File: src/hdl/dpas_pkg.sv
package dpas_pkg;
  localparam logic [7:0] DPAS_ADDR_CTRL = 8'h85;
  localparam logic [7:0] DPAS_ADDR_MODE = 8'h86;
  localparam logic [7:0] DPAS_ADDR_PTR_LO = 8'h82;
  localparam logic [7:0] DPAS_ADDR_PTR_HI = 8'h83;
  localparam logic [7:0] DPAS_MODE_RESET = 8'h00;
  localparam logic [7:0] DPAS_CTRL_RESET = 8'h00;
  localparam logic [15:0] DPAS_PTR_RESET = 16'h0000;
  localparam int DPAS_SEL_BIT = 0;
  localparam int DPAS_SWAP_BIT = 6;
  localparam int DPAS_MODE1_LSB = 2;
  localparam int DPAS_MODE0_LSB = 0;
  localparam logic [7:0] DPAS_MODE_MASK = 8'h0F;
  localparam logic [7:0] DPAS_CTRL_MASK = 8'h41;
  localparam logic [1:0] DPAS_STEP_NONE = 2'h0;
  localparam logic [1:0] DPAS_STEP_RSVD = 2'h1;
  localparam logic [1:0] DPAS_STEP_INC = 2'h2;
  localparam logic [1:0] DPAS_STEP_DEC = 2'h3;
endpackage : dpas_pkg

File: src/hdl/dpas_stepper.sv
module dpas_stepper
  import dpas_pkg::*;
#(
  parameter int PTR_W = 16
) (
  input wire logic [PTR_W-1:0] ptr_in,
  input wire logic [1:0] mode,
  output logic [PTR_W-1:0] ptr_out
);
  // reserved code falls through to no change
  wire logic is_inc = (mode == DPAS_STEP_INC);
  wire logic is_dec = (mode == DPAS_STEP_DEC);
  assign ptr_out = is_inc ? PTR_W'(ptr_in + 1'h1) :
                   is_dec ? PTR_W'(ptr_in - 1'h1) : ptr_in;
endmodule : dpas_stepper

File: src/hdl/dpas_pointer_unit.sv
// Operation
// - step used pointer per its mode after move
// - only the active pointer is stepped
// - only external data moves step pointers
// - mode register at 86h, resets 00h
// - bits 3-2 set second pointer mode
// - bits 1-0 set first pointer mode
// - step first, then swap if auto
// - control bit 0 selects active pointer
// - auto swap bit toggles select per move, unless control is written in the same cycle
// - background pointer hidden from sfr access
module dpas_pointer_unit
  import dpas_pkg::*;
#(
  parameter int PTR_W = 16
) (
  input wire logic clk_sys,
  input wire logic reset_n,
  input wire logic sfr_wr,
  input wire logic sfr_rd,
  input wire logic [7:0] sfr_addr,
  input wire logic [7:0] sfr_wdata,
  output logic [7:0] sfr_rdata,
  input wire logic external_data_move,
  input wire logic code_memory_read,
  output logic [PTR_W-1:0] active_external_data_space_pointer,
  output logic [7:0] pointer_step_mode,
  output logic pointer_select_bit,
  output logic auto_swap_bit
);
  ////////////////////////////////////////////////////////////////////
  logic [7:0] mode_r;
  logic [7:0] ctrl_r;
  logic [PTR_W-1:0] first_ptr_r;
  logic [PTR_W-1:0] second_ptr_r;
  logic [PTR_W-1:0] first_stepped;
  logic [PTR_W-1:0] second_stepped;

  wire logic sel = ctrl_r[DPAS_SEL_BIT];
  wire logic swap_en = ctrl_r[DPAS_SWAP_BIT];
  wire logic [1:0] first_pointer_mode_field = mode_r[DPAS_MODE0_LSB +: 2];
  wire logic [1:0] second_pointer_mode_field = mode_r[DPAS_MODE1_LSB +: 2];
  wire logic wr_mode = sfr_wr && (sfr_addr == DPAS_ADDR_MODE);
  wire logic wr_ctrl = sfr_wr && (sfr_addr == DPAS_ADDR_CTRL);
  wire logic wr_lo = sfr_wr && (sfr_addr == DPAS_ADDR_PTR_LO);
  wire logic wr_hi = sfr_wr && (sfr_addr == DPAS_ADDR_PTR_HI);
  // code reads never qualify, even if core raises both
  wire logic step = external_data_move && !code_memory_read;
  wire logic [PTR_W-1:0] active_ptr = sel ? second_ptr_r : first_ptr_r;

  dpas_stepper #(.PTR_W(PTR_W)) u_step0 (
    .ptr_in(first_ptr_r),
    .mode(first_pointer_mode_field),
    .ptr_out(first_stepped)
  );
  dpas_stepper #(.PTR_W(PTR_W)) u_step1 (
    .ptr_in(second_ptr_r),
    .mode(second_pointer_mode_field),
    .ptr_out(second_stepped)
  );

  ////////////////////////////////////////////////////////////////////
  // sfr pointer writes land only in the selected pointer
  function automatic logic [PTR_W-1:0] sfr_update(input logic [PTR_W-1:0] p);
    logic [PTR_W-1:0] q;
    q = p;
    if (wr_lo) q[7:0] = sfr_wdata;
    if (wr_hi) q[15:8] = sfr_wdata;
    return q;
  endfunction : sfr_update

  logic [PTR_W-1:0] first_nxt;
  logic [PTR_W-1:0] second_nxt;
  logic [7:0] ctrl_nxt;
  always_comb begin
    first_nxt = first_ptr_r;
    second_nxt = second_ptr_r;
    ctrl_nxt = wr_ctrl ? (sfr_wdata & DPAS_CTRL_MASK) : ctrl_r;
    if (!sel) begin
      first_nxt = sfr_update(first_ptr_r);
    end else begin
      second_nxt = sfr_update(second_ptr_r);
    end
    // a move beats a same-cycle sfr write to the pointer
    if (step && !sel) begin
      first_nxt = first_stepped;
    end else if (step && sel) begin
      second_nxt = second_stepped;
    end
    // toggle uses old select, so the used pointer stepped first
    if (step && swap_en && !wr_ctrl) begin
      ctrl_nxt[DPAS_SEL_BIT] = !sel;
    end
  end

  always_ff @(posedge clk_sys or negedge reset_n) begin
    if (!reset_n) begin
      mode_r <= DPAS_MODE_RESET;
      ctrl_r <= DPAS_CTRL_RESET;
      first_ptr_r <= DPAS_PTR_RESET;
      second_ptr_r <= DPAS_PTR_RESET;
    end else begin
      if (wr_mode) mode_r <= sfr_wdata & DPAS_MODE_MASK;
      ctrl_r <= ctrl_nxt;
      first_ptr_r <= first_nxt;
      second_ptr_r <= second_nxt;
    end
  end

  ////////////////////////////////////////////////////////////////////
  logic [7:0] rdata_nxt;
  always_comb begin
    unique case (sfr_addr)
      DPAS_ADDR_MODE: rdata_nxt = mode_r;
      DPAS_ADDR_CTRL: rdata_nxt = ctrl_r;
      DPAS_ADDR_PTR_LO: rdata_nxt = active_ptr[7:0];
      DPAS_ADDR_PTR_HI: rdata_nxt = active_ptr[15:8];
      default: rdata_nxt = 8'h00;
    endcase
  end
  assign sfr_rdata = sfr_rd ? rdata_nxt : 8'h00;
  assign active_external_data_space_pointer = active_ptr;
  assign pointer_step_mode = mode_r;
  assign pointer_select_bit = sel;
  assign auto_swap_bit = swap_en;
endmodule : dpas_pointer_unit

File: config.mk
export PLATFORM = sky130hd
export DESIGN_NAME = dpas_pointer_unit
export DESIGN_NICKNAME = d
export VERILOG_FILES = /design/src/hdl/dpas_pkg.sv /design/src/hdl/dpas_stepper.sv /design/src/hdl/dpas_pointer_unit.sv
export SDC_FILE = /design/constraint.sdc
export NUM_CORES = 1
export LEC_CHECK = 0
export BUFFER_PORTS_ARGS = -buffer_cell sky130_fd_sc_hd__buf_2
export CORE_MARGIN = 1
export CORE_UTILIZATION = 31
export DETAILED_ROUTE_END_ITERATION = 12
export GPL_TIMING_DRIVEN = 0
export HOLD_SLACK_MARGIN = 0.08
export MAX_ROUTING_LAYER = met4
export SYNTH_ARGS = -nofsm -noshare
export SYNTH_HDL_FRONTEND = slang
export SYNTH_HIERARCHICAL = 1
export SYNTH_SLANG_ARGS = --single-unit
export TNS_END_PERCENT = 5
File: constraint.sdc
create_clock -name clk_sys -period 2.55 [get_ports clk_sys]
set_clock_uncertainty 0.05 [all_clocks]
set_input_delay 0.255 -clock clk_sys [delete_from_list [all_inputs] [get_ports clk_sys]]
set_output_delay 0.255 -clock clk_sys [all_outputs]
set_load 0.05 [all_outputs]
==> reports/metrics.yaml, run 1 <==
slew_viol_final: 0
holdBufCountCts: 0
die_height_um: 114.4
setup_viol: 0
status: "completed"
worst_slew_pin_slew_ns: 0.8897
syn_avg_cell_area_um2: 8.965
cp_max_fo: 10
synthAdderAreaFrac_pct: 1.278
drt_iter0_drc: 243
fin_crit_sh_pct: 93.39
mostFrequentLayoutCell: "buf_2"
cp-end-kind: "output port"
synth-simple-area-share_pct: 23.63
rr_startpoint: "first_ptr_r[0]"
drtPass1Iterations: 5
drc: 0
regArea_um2: 950.9
start_util_pct: 32.21
via_count: 3678
synth_warnings: 6
path_cells: "buf_2, buf_2, mux2_2, a22oi_1, a21oi_1, buf_2"
final_hold_viol_count: 0
grt_first_pass_wirelength_mm: 18.91
slew_headroom_pct: 40.69
synth_compound_area_share_pct: 17.47
antennaDiodeCount: 0
synth_cell_type_count: 53
cts_tree: "done"
grt.total_usage_pct: 19.13
rows: 40
viasPerCell: 5.514
ys_seq_area_share_pct: 24.27
n_fill_cell: 1253
drv_cap: 0
die_w_um: 114.4
core_um2: 12160
cp-startpoint: "ctrl_r[0]"
r2r_cells: 8
synth_xor_area_share_pct: 7.378
clock_latency_ns: 0.28
synthMuxAreaShare_pct: 19.16
arrival_ns: 2.08
crit_path_frequent_cell: "buf_2"
io_buffers: 51
dpl-instance-area_um2: 4399
r2r_end: "first_ptr_r[14]"
min_period_ns: 2.381
wire_per_inst_um: 17.63
power.leakage_nw: 2.083
clockBufferDepth: 2
postLayoutSetupSlackWorst_ns: 0.1687
synthFlopType: "dfrtp_1"
power.total_mw: 4.002
postCtsSetupBuffers: 0
tns_ns: 0
slowest_delay_ns: 0.40
r2r_slack_ns: 0.41
synthCells: 437
cts_resized: 0
critPathKind: "flop to output port"
grt_pass1_vias: 3543
dp_slack_ns: 0.3514
gr-total-overflow: 0
clock-root-buffer: "clkbuf_16"
slowest_stage: "mux2_2"
antenna_found_initial: 0
synth_edf_count: 0
cts_made_buffers: 5
final_cells: 667
routed_wl_mm: 11.76
drive_gt1_share_pct: 28.46
powerDensity_nw_per_um2: 876.6
rsz0062_at_grt: "no"
fmax_mhz: 419.9
layout_common_cells: "buf_2 (72), mux2i_1 (48), dfrtp_1 (38), nor2_1 (27), mux2_2 (24)"
gp_congestion: 0.9009
ctsHtreeMaxLevel: 2
synth_seq_cells: 38
die_area_um2: 13090
fin_area_um2: 4566
synthArstFlopShare_pct: 100.0
synth_top_family_by_area: "simple AND/OR/NAND/NOR gates"
clock_sinks: 38
start_kind: "flop"
path_clk_slew_ns: 0.06
dp_cells: 659
syn2layout_area_growth_pct: 16.54
vdd_drop_max_uv: 531.1
syn_area_um2: 3918
postRouteAntennaNets: 0
ioPinCount: 56
fin_nets: 524
grt_max_degree: 39
hold_path.class: "input port to asynchronous set/reset pin"
cp.required_ns: 2.25
multiInputGateArea_um2: 2720
dp_hpwl_mm: 9.162
[sequential cells by signal, indices dropped and copies added, names as in the netlist]
register           flops
ctrl_r                 2
first_ptr_r           16
pointer_step_mode      4
second_ptr_r          16
[cell type report]
cell class | count | area share, %
plain buffers | 37 | 4.851
clock buffers | 8 | 3.645
inverters | 11 | 0.9044
multi-input cells | 354 | 59.58
flip-flops and latches | 38 | 20.83
well taps | 168 | 4.604
repair buffers | 51 | 5.591
[layer usage]
| layer | GRT usage, % | vias to the layer above | wire (um) |
|---|---|---|---|
| met5 | - | - | 0 |
| met4 | 3.636 | 0 | 156 |
| met3 | 1.800 | 17 | 642 |
| met2 | 29.98 | 154 | 5215 |
| met1 | 26.94 | 1762 | 5742 |
| li1 | - | 1745 | - |
[cells in the mapped netlist (all sizes together) (11+ instances only)]
| library cell | count | area (um2) |
|---|---|---|
| nor3 | 13 | 65.06 |
| a21oi | 13 | 72.57 |
| mux2i | 48 | 480.5 |
| nor2 | 27 | 101.4 |
| nand2 | 20 | 75.07 |
| a211oi | 16 | 120.1 |
| inv | 11 | 41.29 |
| dfrtp | 38 | 950.9 |
| o31ai | 16 | 120.1 |
| a311oi | 16 | 140.1 |
| nand3 | 12 | 60.06 |
| xnor2 | 23 | 201.4 |
| buf | 31 | 196.4 |
| o21ai | 13 | 65.06 |
| nand2b | 19 | 118.9 |
| mux2 | 24 | 270.3 |
| nand4 | 13 | 96.34 |
[report_power, final]
part           switching (mW)  internal (mW)
clock                   0.247          0.443
sequential              0.370          0.753
combinational            1.41          0.775
total                    2.03           1.97
[worst max-delay path by stage]
stage | end | slack (ns)
final | sfr_rdata[6] | 0.17
after global routing | sfr_rdata[6] | 0.09
after CTS | sfr_rdata[6] | 0.18
after detailed placement | sfr_rdata[7] | 0.35
after global placement | sfr_rdata[4] | 0.43
after floorplan | sfr_rdata[4] | -0.31
[cell families (layout without fill, tap and decap cells)]
kind of cell / Yosys count / count (layout)
flip-flops: 38 / 38
adder cells (fa/ha/maj): 4 / 4
other: 1 / 4
AND/OR/NAND/NOR: 150 / 150
XOR/XNOR: 33 / 33
buffers and inverters: 48 / 107
multiplexers: 72 / 72
AO/OA/AOI/OAI: 91 / 91
[per-stage QoR]
stage | hold WS (ns) | utilization, %
finish | 0.04520 | 37.54
global route | 0.1251 | 37.54
CTS | 0.08343 | 37.54
detailed placement | 0.3884 | 36.17
global placement | 0.3803 | 36.17
floorplan | -0.09059 | -
[critical path: cells and delay by family, from the launching register on]
family	cells	cell delay (ns)
AOI/OAI and AO/OA	2	0.34
buffers and inverters	3	0.69
DFF	1	0.38
muxes	1	0.40
(Power assumes the default switching activity.)
==> run 2, diff against run 1 <==
--- a/config.mk
+++ b/config.mk
@@ -6,12 +6,15 @@
 export NUM_CORES = 1
 export LEC_CHECK = 0
 export BUFFER_PORTS_ARGS = -buffer_cell sky130_fd_sc_hd__buf_2
+export CELL_PAD_IN_SITES_DETAIL_PLACEMENT = 1
+export CELL_PAD_IN_SITES_GLOBAL_PLACEMENT = 2
 export CORE_MARGIN = 1
 export CORE_UTILIZATION = 31
 export DETAILED_ROUTE_END_ITERATION = 12
 export GPL_TIMING_DRIVEN = 0
 export HOLD_SLACK_MARGIN = 0.08
 export MAX_ROUTING_LAYER = met4
+export PLACE_DENSITY_LB_ADDON = 0.1
 export SYNTH_ARGS = -nofsm -noshare
 export SYNTH_HDL_FRONTEND = slang
 export SYNTH_HIERARCHICAL = 1
==> run 2 against run 1 <==
  * Fmax decreased by 2.1%
  * Critical path type unchanged
  * Final area decreased by 0.41%
  * Setup slack got worse by 0.050 ns
  * Largest power group unchanged
  * Worst hold slack improved by 0.028 ns
  * Global-route usage increased by 3.6 points
==> reports/metrics.yaml, run 2 (same netlist as run 1, synthesis figures left out) <==
via_count: 3680  # +0.054%
postCtsSetupBuffers: 0  # unchanged
wire_per_inst_um: 20.48  # +16%
grt.total_usage_pct: 22.68  # +3.6 points
clockBufferDepth: 2  # unchanged
critPathKind: "flop to output port"
rr_startpoint: "pointer_step_mode[1]"
drt_iter0_drc: 106  # -56%
fin_crit_sh_pct: 95.34  # +2.0 points
io_buffers: 51  # unchanged
antenna_found_initial: 0  # unchanged
drtPass1Iterations: 4  # -1
dpl-instance-area_um2: 4399  # unchanged
drv_cap: 0  # unchanged
r2r_cells: 8  # unchanged
cp-end-kind: "output port"
gr-total-overflow: 0  # unchanged
ctsHtreeMaxLevel: 2  # unchanged
critPathBufInv: 3  # unchanged
grt_pass1_vias: 3755  # +6.0%
r2r_end: "first_ptr_r[15]"
grt_first_pass_wirelength_mm: 21.90  # +16%
setup_viol: 0  # unchanged
slowest_stage: "mux2_2"
syn2layout_area_growth_pct: 16.07
tns_ns: 0  # unchanged
start_util_pct: 32.21  # unchanged
die_w_um: 114.4  # unchanged
final_cells: 667  # unchanged
clock_latency_ns: 0.29  # about the same
vdd_drop_max_uv: 580.3  # +9.3%
cp_max_fo: 10  # unchanged
clock-root-buffer: "clkbuf_16"
antennaDiodeCount: 0  # unchanged
crit_family: "buffers and inverters"
viasPerCell: 5.517  # about the same
min_period_ns: 2.431  # +0.04986 ns
rsz0062_at_grt: "no"
fin_area_um2: 4547  # -0.41%
crit_path_frequent_cell: "buf_2"
die_height_um: 114.4  # unchanged
core_um2: 12160  # unchanged
power.leakage_nw: 2.073  # -0.45%
arrival_ns: 2.13  # +0.05 ns
dp_hpwl_mm: 10.70  # +17%
hold_path.class: "input port to asynchronous set/reset pin"
cts_made_buffers: 5  # unchanged
fmax_mhz: 411.3  # -2.1%
slowest_delay_ns: 0.41  # about the same
worst_slew_pin_slew_ns: 0.9681  # +0.07844 ns
slew_headroom_pct: 35.46  # -5.2 points
cp.required_ns: 2.25  # about the same
r2r_slack_ns: 0.28  # -0.13 ns
dp_cells: 659  # unchanged
final_hold_viol_count: 0  # unchanged
rows: 40  # unchanged
mostFrequentLayoutCell: "buf_2"
clock_sinks: 38  # unchanged
fin_nets: 524  # unchanged
grt_max_degree: 39  # unchanged
powerDensity_nw_per_um2: 884.1  # +0.86%
status: "completed"
power.total_mw: 4.020  # +0.44%
gp_congestion: 0.8141  # -9.6%
layout_common_cells: "buf_2 (72), mux2i_1 (48), dfrtp_1 (38), nor2_1 (27), mux2_2 (24)"
slew_viol_final: 0  # unchanged
cts_resized: 0  # unchanged
holdBufCountCts: 0  # unchanged
routed_wl_mm: 13.66  # +16%
path_clk_slew_ns: 0.06  # about the same
path_cells: "buf_2, buf_2, mux2_2, a22oi_1, a21oi_1, buf_2"
n_fill_cell: 1467  # +17%
postRouteAntennaNets: 0  # unchanged
start_kind: "flop"
cts_tree: "done"
ioPinCount: 56  # unchanged
drc: 0  # unchanged
die_area_um2: 13090  # unchanged
drive_gt1_share_pct: 28.26  # -0.20 points
run 2: cell types whose count changed in the layout (fill, tap and decap cells not counted), sizes merged:
cell	change
clkbuf	-1
clkinv	+1
run 2: per-layer routing:
metal | GRT usage [%] | vias up | share of wire (%)
met5 | - | - | 0
met2 | 34.55 | 92 | 44
met3 | 2.382 | 8 | 3.5
met4 | 3.117 | 0 | 0.51
met1 | 33.03 | 1833 | 52
li1 | - | 1747 | -
run 2: where the power goes:
part | switching [mW] | internal (mW)
logic | 1.45 | 0.775
clock network | 0.268 | 0.389
registers | 0.381 | 0.753
run 2: final cells by class:
cell class                 instances  area, um2  share of cell area, %
buffer                            37      221.5                  4.871
clock buffer                       7      142.6                  3.137
clock inverter                     1      5.005                 0.1101
inverter                          11      41.29                 0.9081
multi-input combinational        354       2720                  59.82
sequential                        38      950.9                  20.91
tap                              168      210.2                  4.623
timing repair buffer              51      255.2                  5.614
run 2: worst max path at each step:
stage                     cells after the start         endpoint            startpoint
after detailed placement                      8  first_ptr_r[15]  pointer_step_mode[1]
final                                         6     sfr_rdata[6]             ctrl_r[0]
after global routing                          6     sfr_rdata[0]             ctrl_r[0]
after CTS                                     6     sfr_rdata[6]             ctrl_r[0]
after global placement                        8  first_ptr_r[15]  pointer_step_mode[1]
after floorplan                               5     sfr_rdata[4]             ctrl_r[0]
run 2: metrics by stage:
stage / setup WS, ns / util (%) / hold WS [ns]
finish: 0.1188 / 37.39 / 0.07273
global route: 0.01116 / 37.39 / 0.1242
CTS: 0.08010 / 37.39 / 0.09518
detailed placement: 0.2780 / 36.17 / 0.4025
global placement: 0.3029 / 36.17 / 0.3886
floorplan: -0.3106 / - / -0.09059
